[config.mk]
export PLATFORM = sky130hd
export DESIGN_NAME = dse_core
export DESIGN_NICKNAME = d
export VERILOG_FILES = /design/src/common/dse_pkg.sv /design/src/core/dse_core.sv
export SDC_FILE = /design/constraint.sdc
export NUM_CORES = 1
export LEC_CHECK = 0
export ABC_AREA = 1
export BUFFER_PORTS_ARGS = -buffer_cell sky130_fd_sc_hd__clkbuf_2
export CAP_MARGIN = 10
export CORE_AREA = 2 2 263 265
export CTS_CLUSTER_DIAMETER = 60
export CTS_CLUSTER_SIZE = 10
export DETAILED_ROUTE_END_ITERATION = 7
export DIE_AREA = 0 0 265 267
export GPL_ROUTABILITY_DRIVEN = 1
export HOLD_SLACK_MARGIN = 0.05
export SYNTH_ARGS = -nofsm -noshare
export SYNTH_HDL_FRONTEND = slang
export SYNTH_SLANG_ARGS = --single-unit
[constraint.sdc]
create_clock -name ref_clk -period 3.87 [get_ports ref_clk]
set_clock_uncertainty 0.2 [all_clocks]
set_input_delay 0.1935 -clock ref_clk [delete_from_list [all_inputs] [get_ports ref_clk]]
set_output_delay 0.1935 -clock ref_clk [all_outputs]
set_load 0.02 [all_outputs]
[src/common/dse_pkg.sv]
// Purpose: shared constants and types for the security erase and freeze command block
// Assumes: one clock domain, register port with one-cycle read latency
// Notes: opcodes and task-file bit positions follow the drive's command set

package dse_pkg;
   // command opcodes
   localparam logic [7:0] DSE_OP_SET_PW = 8'hf1;
   localparam logic [7:0] DSE_OP_UNLOCK = 8'hf2;
   localparam logic [7:0] DSE_OP_PREPARE = 8'hf3;
   localparam logic [7:0] DSE_OP_ERASE = 8'hf4;
   localparam logic [7:0] DSE_OP_FREEZE = 8'hf5;
   localparam logic [7:0] DSE_OP_DIS_PW = 8'hf6;
   localparam logic [7:0] DSE_OP_FORMAT = 8'h50;

   // parameter sector layout, in 16-bit words
   localparam logic [7:0] DSE_WORD_CTRL = 8'h00;
   localparam logic [7:0] DSE_WORD_PW_FIRST = 8'h01;
   localparam logic [7:0] DSE_WORD_LAST = 8'hff;
   localparam int DSE_PW_WORDS = 16;
   localparam int DSE_PW_BITS = 256;
   localparam int DSE_CTRL_MASTER = 0;
   localparam int DSE_CTRL_ENHANCED = 1;

   // task-file status and error values
   localparam logic [7:0] DSE_ST_READY = 8'h50;
   localparam logic [7:0] DSE_ST_ERROR = 8'h51;
   localparam logic [7:0] DSE_ST_DRQ = 8'h58;
   localparam logic [7:0] DSE_ST_BUSY = 8'h80;
   localparam logic [7:0] DSE_ERR_NONE = 8'h00;
   localparam logic [7:0] DSE_ERR_ABORT = 8'h04;

   // register map, word offsets on the register port
   localparam logic [3:0] DSE_REG_CTRL = 4'h0;
   localparam logic [3:0] DSE_REG_STATE = 4'h1;
   localparam logic [3:0] DSE_REG_INT_STATUS = 4'h2;
   localparam logic [3:0] DSE_REG_INT_CLEAR = 4'h3;
   localparam logic [3:0] DSE_REG_INT_ENABLE = 4'h4;
   localparam logic [3:0] DSE_REG_PROGRESS = 4'h5;
   localparam int DSE_CTRL_LOCK_BIT = 0;

   // interrupt event bits
   localparam int DSE_INT_W = 4;
   localparam int DSE_EV_DONE = 0;
   localparam int DSE_EV_ABORT = 1;
   localparam int DSE_EV_FROZEN = 2;
   localparam int DSE_EV_ARMED = 3;
   localparam logic [3:0] DSE_INT_RESET = 4'h0;

   localparam int DSE_LBA_W = 28;

   typedef enum logic [2:0] {
      DSE_IDLE = 3'b001,
      DSE_XFER = 3'b010,
      DSE_ERASE = 3'b100
   } dse_state_t;
endpackage

[src/core/dse_core.sv]
// Purpose: erase-prepare, erase-unit and freeze-lock command handling
// Assumes: command and data strobes come from same-clock task-file logic
// Notes: stored passwords arrive from the password store; media writes by handshake
//
// Design decisions made here: the strobed register port and the address map.
`timescale 1ns/100ps

module dse_core #(
   parameter logic [27:0] NATIVE_MAX_LBA = 28'h00fffff,
   parameter logic [15:0] ERASE_TIME_WORD = 16'h003c
) (
   input wire logic ref_clk,
   input wire logic rst,
   input wire logic [3:0] reg_addr,
   input wire logic [31:0] reg_wdata,
   input wire logic reg_wr,
   input wire logic reg_rd,
   output logic [31:0] reg_rdata,
   input wire logic cmd_wr,
   input wire logic [7:0] command_code,
   input wire logic data_wr,
   input wire logic [15:0] data_word,
   input wire logic [255:0] user_pw,
   input wire logic [255:0] master_pw,
   output logic [7:0] drive_status,
   output logic [7:0] error_flags,
   output logic zero_wr_valid,
   output logic [27:0] zero_wr_lba,
   input wire logic zero_wr_ack,
   output logic fwd_valid,
   output logic [7:0] fwd_code,
   output logic fwd_armed,
   output logic [15:0] ident_word89,
   output logic frozen,
   output logic lock_enabled,
   output logic irq
);

   dse_pkg::dse_state_t state;
   dse_pkg::dse_state_t next_state;
   logic armed;
   logic next_armed;
   logic next_frozen;
   logic next_lock;
   logic [7:0] word_idx;
   logic [15:0] ctrl_word;
   logic [15:0] pw_word [dse_pkg::DSE_PW_WORDS];
   logic [27:0] lba;
   logic [27:0] next_lba;
   logic [7:0] next_status;
   logic [7:0] next_error;
   logic [3:0] int_status;
   logic [3:0] int_enable;
   logic [3:0] events;

   // command decode
   wire logic in_idle = (state == dse_pkg::DSE_IDLE);
   wire logic in_xfer = (state == dse_pkg::DSE_XFER);
   wire logic in_erase = (state == dse_pkg::DSE_ERASE);
   wire logic new_cmd = cmd_wr & in_idle;
   wire logic op_prepare = (command_code == dse_pkg::DSE_OP_PREPARE);
   wire logic op_erase = (command_code == dse_pkg::DSE_OP_ERASE);
   wire logic op_freeze = (command_code == dse_pkg::DSE_OP_FREEZE);
   wire logic op_format = (command_code == dse_pkg::DSE_OP_FORMAT);
   wire logic op_lock_change = (command_code == dse_pkg::DSE_OP_SET_PW) | (command_code == dse_pkg::DSE_OP_UNLOCK) |
      (command_code == dse_pkg::DSE_OP_DIS_PW) | op_erase;
   wire logic frozen_reject = new_cmd & frozen & op_lock_change;

   // parameter sector assembly
   wire logic word_in = data_wr & in_xfer;
   wire logic sector_end = word_in & (word_idx == dse_pkg::DSE_WORD_LAST);
   wire logic ctrl_in = word_in & (word_idx == dse_pkg::DSE_WORD_CTRL);
   logic [255:0] given_pw;

   genvar gi;
   generate
      for (gi = 0; gi < dse_pkg::DSE_PW_WORDS; gi++) begin : g_pw
         assign given_pw[gi*16 +: 16] = pw_word[gi];
         always_ff @(posedge ref_clk) begin
            if (rst) begin
               pw_word[gi] <= 16'h0000;
            end else if (word_in && word_idx == dse_pkg::DSE_WORD_PW_FIRST + 8'(gi)) begin
               pw_word[gi] <= data_word;
            end
         end
      end
   endgenerate

   // control word as captured from word 0, held for the whole sector
   wire logic [15:0] ctrl_now = ctrl_word;
   wire logic [255:0] ref_pw = ctrl_now[dse_pkg::DSE_CTRL_MASTER] ? master_pw : user_pw;
   wire logic pw_bad = lock_enabled & (given_pw != ref_pw);
   wire logic mode_bad = ctrl_now[dse_pkg::DSE_CTRL_ENHANCED];
   wire logic sector_bad = pw_bad | mode_bad;

   // erase walk
   wire logic wr_done = in_erase & zero_wr_valid & zero_wr_ack;
   wire logic last_lba = (lba == NATIVE_MAX_LBA);
   wire logic erase_finish = wr_done & last_lba;

   // register port decode
   wire logic wr_ctrl = reg_wr & (reg_addr == dse_pkg::DSE_REG_CTRL);
   wire logic wr_clear = reg_wr & (reg_addr == dse_pkg::DSE_REG_INT_CLEAR);
   wire logic wr_enable = reg_wr & (reg_addr == dse_pkg::DSE_REG_INT_ENABLE);
   wire logic [31:0] state_word = {28'h0000000, in_erase | in_xfer, lock_enabled, armed, frozen};
   wire logic [31:0] rd_mux =
      (reg_addr == dse_pkg::DSE_REG_CTRL) ? {31'h0000000, lock_enabled} :
      (reg_addr == dse_pkg::DSE_REG_STATE) ? state_word :
      (reg_addr == dse_pkg::DSE_REG_INT_STATUS) ? {28'h0000000, int_status} :
      (reg_addr == dse_pkg::DSE_REG_INT_ENABLE) ? {28'h0000000, int_enable} :
      (reg_addr == dse_pkg::DSE_REG_PROGRESS) ? {4'h0, lba} : 32'h00000000;

   // command sequencer
   always_comb begin
      next_state = state;
      next_armed = armed;
      next_frozen = frozen;
      next_lock = lock_enabled;
      next_lba = lba;
      next_status = drive_status;
      next_error = error_flags;
      events = 4'h0;
      if (wr_ctrl) begin
         next_lock = reg_wdata[dse_pkg::DSE_CTRL_LOCK_BIT];
      end
      case (state)
         dse_pkg::DSE_IDLE: begin
            if (new_cmd) begin
               next_armed = 1'b0;
               next_status = dse_pkg::DSE_ST_READY;
               next_error = dse_pkg::DSE_ERR_NONE;
               if (frozen_reject) begin
                  next_status = dse_pkg::DSE_ST_ERROR;
                  next_error = dse_pkg::DSE_ERR_ABORT;
                  events[dse_pkg::DSE_EV_ABORT] = 1'b1;
               end else if (op_prepare) begin
                  next_armed = 1'b1;
                  events[dse_pkg::DSE_EV_ARMED] = 1'b1;
               end else if (op_freeze) begin
                  next_frozen = 1'b1;
                  events[dse_pkg::DSE_EV_FROZEN] = 1'b1;
               end else if (op_erase && !armed) begin
                  next_status = dse_pkg::DSE_ST_ERROR;
                  next_error = dse_pkg::DSE_ERR_ABORT;
                  events[dse_pkg::DSE_EV_ABORT] = 1'b1;
               end else if (op_erase) begin
                  next_state = dse_pkg::DSE_XFER;
                  next_status = dse_pkg::DSE_ST_DRQ;
               end
            end
         end
         dse_pkg::DSE_XFER: begin
            if (sector_end && sector_bad) begin
               next_state = dse_pkg::DSE_IDLE;
               next_status = dse_pkg::DSE_ST_ERROR;
               next_error = dse_pkg::DSE_ERR_ABORT;
               events[dse_pkg::DSE_EV_ABORT] = 1'b1;
            end else if (sector_end) begin
               next_state = dse_pkg::DSE_ERASE;
               next_status = dse_pkg::DSE_ST_BUSY;
               next_lba = 28'h0000000;
            end
         end
         dse_pkg::DSE_ERASE: begin
            if (erase_finish) begin
               next_state = dse_pkg::DSE_IDLE;
               next_status = dse_pkg::DSE_ST_READY;
               next_error = dse_pkg::DSE_ERR_NONE;
               next_lock = 1'b0;
               events[dse_pkg::DSE_EV_DONE] = 1'b1;
            end else if (wr_done) begin
               next_lba = lba + 28'h0000001;
            end
         end
         default: begin
            next_state = dse_pkg::DSE_IDLE;
         end
      endcase
   end

   // sequencer state
   always_ff @(posedge ref_clk) begin
      if (rst) begin
         state <= dse_pkg::DSE_IDLE;
      end else begin
         state <= next_state;
      end
   end

   always_ff @(posedge ref_clk) begin
      if (rst) begin
         armed <= 1'b0;
      end else begin
         armed <= next_armed;
      end
   end

   always_ff @(posedge ref_clk) begin
      if (rst) begin
         lock_enabled <= 1'b0;
      end else begin
         lock_enabled <= next_lock;
      end
   end

   // erase address, also the progress word
   always_ff @(posedge ref_clk) begin
      if (rst) begin
         lba <= 28'h0000000;
      end else begin
         lba <= next_lba;
      end
   end

   // task-file status and error registers
   always_ff @(posedge ref_clk) begin
      if (rst) begin
         drive_status <= dse_pkg::DSE_ST_READY;
         error_flags <= dse_pkg::DSE_ERR_NONE;
      end else begin
         drive_status <= next_status;
         error_flags <= next_error;
      end
   end

   always_ff @(posedge ref_clk) begin
      if (rst) begin
         frozen <= 1'b0;
      end else begin
         frozen <= next_frozen;
      end
   end

   // sector word counter, restarts on each command
   always_ff @(posedge ref_clk) begin
      if (rst) begin
         word_idx <= 8'h00;
      end else if (new_cmd) begin
         word_idx <= 8'h00;
      end else if (word_in) begin
         word_idx <= word_idx + 8'h01;
      end
   end

   always_ff @(posedge ref_clk) begin
      if (rst) begin
         ctrl_word <= 16'h0000;
      end else if (ctrl_in) begin
         ctrl_word <= data_word;
      end
   end

   // zero-fill request stays up until the media acknowledges
   wire logic walk_req = (next_state == dse_pkg::DSE_ERASE) & ~wr_done;

   // media path writes user sectors only
   always_ff @(posedge ref_clk) begin
      if (rst) begin
         zero_wr_valid <= 1'b0;
         zero_wr_lba <= 28'h0000000;
      end else begin
         zero_wr_valid <= walk_req;
         zero_wr_lba <= next_lba;
      end
   end

   // commands handled elsewhere go on; only format carries the arming seen
   wire logic fwd_take = new_cmd & ~frozen_reject & ~op_prepare & ~op_freeze & ~op_erase;
   // format right after prepare keeps the arming
   wire logic fwd_format_armed = armed & op_format;

   // forward strobe and arming flag
   always_ff @(posedge ref_clk) begin
      if (rst) begin
         fwd_valid <= 1'b0;
         fwd_armed <= 1'b0;
      end else begin
         fwd_valid <= fwd_take;
         fwd_armed <= fwd_format_armed;
      end
   end

   // forwarded opcode
   always_ff @(posedge ref_clk) begin
      if (rst) begin
         fwd_code <= 8'h00;
      end else begin
         fwd_code <= command_code;
      end
   end

   always_ff @(posedge ref_clk) begin
      if (rst) begin
         ident_word89 <= 16'h0000;
      end else begin
         ident_word89 <= ERASE_TIME_WORD;
      end
   end

   // interrupt next values, set beats clear
   wire logic [3:0] clear_mask = wr_clear ? reg_wdata[3:0] : 4'h0;
   wire logic [3:0] next_int_status = (int_status & ~clear_mask) | events;
   wire logic [3:0] next_int_enable = wr_enable ? reg_wdata[3:0] : int_enable;

   // sticky event bits
   always_ff @(posedge ref_clk) begin
      if (rst) begin
         int_status <= dse_pkg::DSE_INT_RESET;
      end else begin
         int_status <= next_int_status;
      end
   end

   // interrupt enable bits
   always_ff @(posedge ref_clk) begin
      if (rst) begin
         int_enable <= dse_pkg::DSE_INT_RESET;
      end else begin
         int_enable <= next_int_enable;
      end
   end

   // level interrupt, same edge as the status bit
   always_ff @(posedge ref_clk) begin
      if (rst) begin
         irq <= 1'b0;
      end else begin
         irq <= |(next_int_status & next_int_enable);
      end
   end

   // register read data, one cycle after the strobe
   always_ff @(posedge ref_clk) begin
      if (rst) begin
         reg_rdata <= 32'h00000000;
      end else begin
         reg_rdata <= reg_rd ? rd_mux : 32'h00000000;
      end
   end

endmodule

==> flow_metrics.env <==
export IMPL_status="finished clean"
export IMPL_place_detailed_hpwl_mm=74.8
export IMPL_layout_min_cycle_time_ns=3.56
export IMPL_synth_adder_area_share=0.00280
export IMPL_clock_tree_root_cell="sky130_fd_sc_hd__clkbuf_16"
export IMPL_count_of_different_cell_masters_after_synthesis=38
export IMPL_critical_path_max_stage_delay_ns=0.38
export IMPL_netlist_instances=3378
export IMPL_syn_mean_instance_area_um2=6.61
export IMPL_commonest_non_fill_non_tap_cells_in_the_layout="sky130_fd_sc_hd__nand2_1 (1438), sky130_fd_sc_hd__clkbuf_2 (630), sky130_fd_sc_hd__nor2_1 (519), sky130_fd_sc_hd__inv_1 (388), sky130_fd_sc_hd__nand3_1 (257)"
export IMPL_cts_clk_slew_worst_paths_ns=0.06
export IMPL_number_of_buffers_inserted_to_repair_setup_after_cts=0
export IMPL_maximum_number_of_pins_on_one_net_before_global_route_repair=54
export IMPL_drv_max_cap_violation_count=0
export IMPL_timing_critical_path_mode_cell="sky130_fd_sc_hd__nand2_1"
export IMPL_crit_path_max_fo=49
export IMPL_die_width_um=265
export IMPL_clk_latency_ns=0.59
export IMPL_synth_warning_count=0
export IMPL_most_common_cell_after_layout_fill_and_taps_aside="sky130_fd_sc_hd__nand2_1"
export IMPL_layout_nets=4624
export IMPL_grt_first_pass_wirelength_mm=137
export IMPL_place_gp_congestion=0.918
export IMPL_fill_cells=7195
export IMPL_routed_wirelength_mm=96.9
export IMPL_finalMaxSlewViolations=0
export IMPL_post_route_cells_drive_above_1_share=0.192
export IMPL_antenna_found_initial=14
export IMPL_synthArstFlopShare=0
export IMPL_main_combinational_cell_family_by_area_after_synthesis="simple AND/OR/NAND/NOR gates"
export IMPL_worst_endpoint_arrival_ns=3.79
export IMPL_fin_ws_ns=0.306
export IMPL_placement_setup_worst_slack_ns=0.290
export IMPL_count_of_buffers_inserted_at_the_top_level_ports=630
export IMPL_synthSimpleGateAreaFrac=0.423
export IMPL_cts_tree="done"
export IMPL_final_antenna_net_count=0
export IMPL_synth_compound_area_frac=0.0285
export IMPL_holdCritPathClass="input pin to flip-flop"
export IMPL_die_footprint_mm2=0.0708
export IMPL_inserted_clock_buffers=46
export IMPL_die_height_um=267
export IMPL_placement_cell_area_mm2=0.0265
export IMPL_tritoncts_num_sinks=354
export IMPL_core_region_area_mm2=0.0680
export IMPL_slew_limit_headroom=0.368
export IMPL_timing_worst_setup_path_type="flip-flop to flip-flop"
export IMPL_gr_usage_all_layers=0.265
export IMPL_timing_final_setup_violations=0
export IMPL_area_growth_pct=26.8
export IMPL_cpLargestDelayFamily="simple AND/OR/NAND/NOR gates"
export IMPL_hold_ws_ns=0.0760
export IMPL_drc=0
export IMPL_critical_path_top_delay_cell="sky130_fd_sc_hd__dfxtp_4"
export IMPL_finalPower_uw=9360
export IMPL_synthFlopType="sky130_fd_sc_hd__edfxtp_1"
export IMPL_layout_cell_area_non_filler_mm2=0.0283
export IMPL_power_leakage_uw=0.0145
export IMPL_floorplan_rows=96
export IMPL_initialDrtViolationCount=1976
export IMPL_initial_core_util=0.328
export IMPL_post_synth_instance_area_mm2=0.0223
export IMPL_power_per_cell_area_mw_per_mm2=331
export IMPL_vdd_ir_drop_worst_v=0.000261
export IMPL_timing_final_hold_violations=0
export IMPL_cp_end_kind="flip-flop"
export IMPL_synthesis_stage_register_bit_count=354
export IMPL_dr_pass1_iters=5
export IMPL_crit_chain="inv_8 -> buf_12 -> buf_4 -> nand2_1 -> nand3_1 -> nand2_1 -> nor2_1 -> nand2_1 -> nor2_1 -> nand2_1 -> nor2_2 -> nand2_1 -> nor2_1 -> nand2_1 -> nand2_1 -> nand2_2 -> nand2_4 -> nand2_4 -> nand2_1 -> a21oi_1"
export IMPL_required_ns=4.09
export IMPL_post_synth_xor_area_fraction=0.0114
export IMPL_timing_worst_slew_pin_value_ns=0.947
export IMPL_number_of_enable_type_register_cells_in_the_synthesized_netlist=256
export IMPL_post_drt_wl_per_cell_um=19.6
export IMPL_critical_path_n_buffers_inverters=3
export IMPL_boundaryPins=685
export IMPL_share_of_the_cycle_needed_by_the_critical_path_after_routing=0.921
export IMPL_htree_num_levels=2
export IMPL_global_route_overflow_total=0
export IMPL_dr_total_vias=23800
export IMPL_finalSetupTns_ns=0
export IMPL_crit_path_start_kind="flip-flop"
export IMPL_fmax_mhz=281
export IMPL_route_detailed_vias_per_inst=4.80
export IMPL_synth_seq_area_share=0.432
export IMPL_cts_max_path_buffers=3
export IMPL_first_global_vias=21800
export IMPL_synth_area_mux_share=0
-- cells in the mapped netlist (6+ instances only) --
master / count / area [µm²]
sky130_fd_sc_hd__buf_4: 44 / 330
sky130_fd_sc_hd__o21ai_0: 22 / 110
sky130_fd_sc_hd__nor3_1: 25 / 125
sky130_fd_sc_hd__clkbuf_1: 46 / 173
sky130_fd_sc_hd__inv_1: 388 / 1460
sky130_fd_sc_hd__nand3b_1: 45 / 338
sky130_fd_sc_hd__nor4_1: 13 / 81.3
sky130_fd_sc_hd__xor2_1: 29 / 254
sky130_fd_sc_hd__nor2_1: 521 / 1960
sky130_fd_sc_hd__dfxtp_1: 98 / 1960
sky130_fd_sc_hd__nand4_1: 15 / 93.8
sky130_fd_sc_hd__buf_6: 7 / 78.8
sky130_fd_sc_hd__edfxtp_1: 256 / 7690
sky130_fd_sc_hd__a21oi_1: 74 / 370
sky130_fd_sc_hd__nand3_1: 264 / 1320
sky130_fd_sc_hd__nand2_1: 1443 / 5420
sky130_fd_sc_hd__buf_2: 44 / 220
sky130_fd_sc_hd__o211ai_1: 6 / 45.0
sky130_fd_sc_hd__or2_2: 6 / 37.5
-- kinds of logic (layout without fill, tap and decap cells) --
logic type      after synthesis  in the layout
xor+xnor                     29             29
buf+inv                     534           1193
other cells                   1             32
compound gates              116            116
fa+ha+maj                     5              5
simple gates               2339           2339
flops                       354            354
-- stage by stage --
| step | utilization | std cells |
|---|---|---|
| 6_report | 0.416 | 4950 |
| 3_3_place_gp | 0.390 | 4834 |
| 3_5_place_dp | 0.390 | 4834 |
| 2_1_floorplan | - | 3403 |
| 4_1_cts | 0.416 | 4945 |
| 5_1_grt | 0.416 | 4945 |
-- worst reg2reg max path: cells and delay by family, from the launching register on --
family,cells,cell delay [ns]
flip-flops,1,0.38
AND/OR/NAND/NOR,16,2.10
buffers and inverters,3,0.65
AO/OA/AOI/OAI,1,0.06
-- registers in the layout, indices dropped and copies added (netlist names), 2 cells and up --
signal / cells
ctrl_now: 2
drive_status: 4
int_status: 4
fwd_code: 8
state: 3
word_idx: 8
zero_wr_lba: 28
pw_word: 256
reg_rdata: 28
int_enable: 4
-- final timing paths --
kind	slack [ns]	startpoint	to	depth (start not counted)
max	0.31	ctrl_now[0]	zero_wr_lba[16]	20
min reg2reg	0.24	error_flags[2]	error_flags[2]	2
min	0.08	data_word[13]	pw_word[0][125]	3
max reg2reg	0.31	ctrl_now[0]	zero_wr_lba[16]	20
-- what timing repair did --
item                                   CTS  global route
endpoints found under the hold margin   86             0
hold buffers                            41             0
gates resized for setup                  0             4
setup endpoints to repair                0            16
-- cell type report --
cell class,instances,area (µm²),area share
Antenna cell,6,15.0,0.000530
Clock buffer,56,1210,0.0427
Clock inverter,14,133,0.00469
Inverter,392,1480,0.0523
Multi-Input combinational cell,2515,10500,0.373
Sequential cell,354,9650,0.341
Tap cell,882,1100,0.0390
Timing Repair Buffer,731,4170,0.147
-- power by group --
group | switching, µW | leakage (µW) | internal (µW) | total [µW]
clock | 1670 | 0.000657 | 2330 | 4000
combinational | 684 | 0.0104 | 438 | 1120
sequential | 75.9 | 0.00344 | 4160 | 4230
total | 2430 | 0.0145 | 6920 | 9360
-- routing by layer --
metal  wire (µm)  vias to the layer above  track usage
li1            -                    11800            -
met1       40000                    10900        0.332
met2       46500                      952        0.461
met3        7190                      153       0.0498
met4        3140                       22       0.0831
met5         150                        -            0
Note: power is estimated with default switching activity, not from simulation.
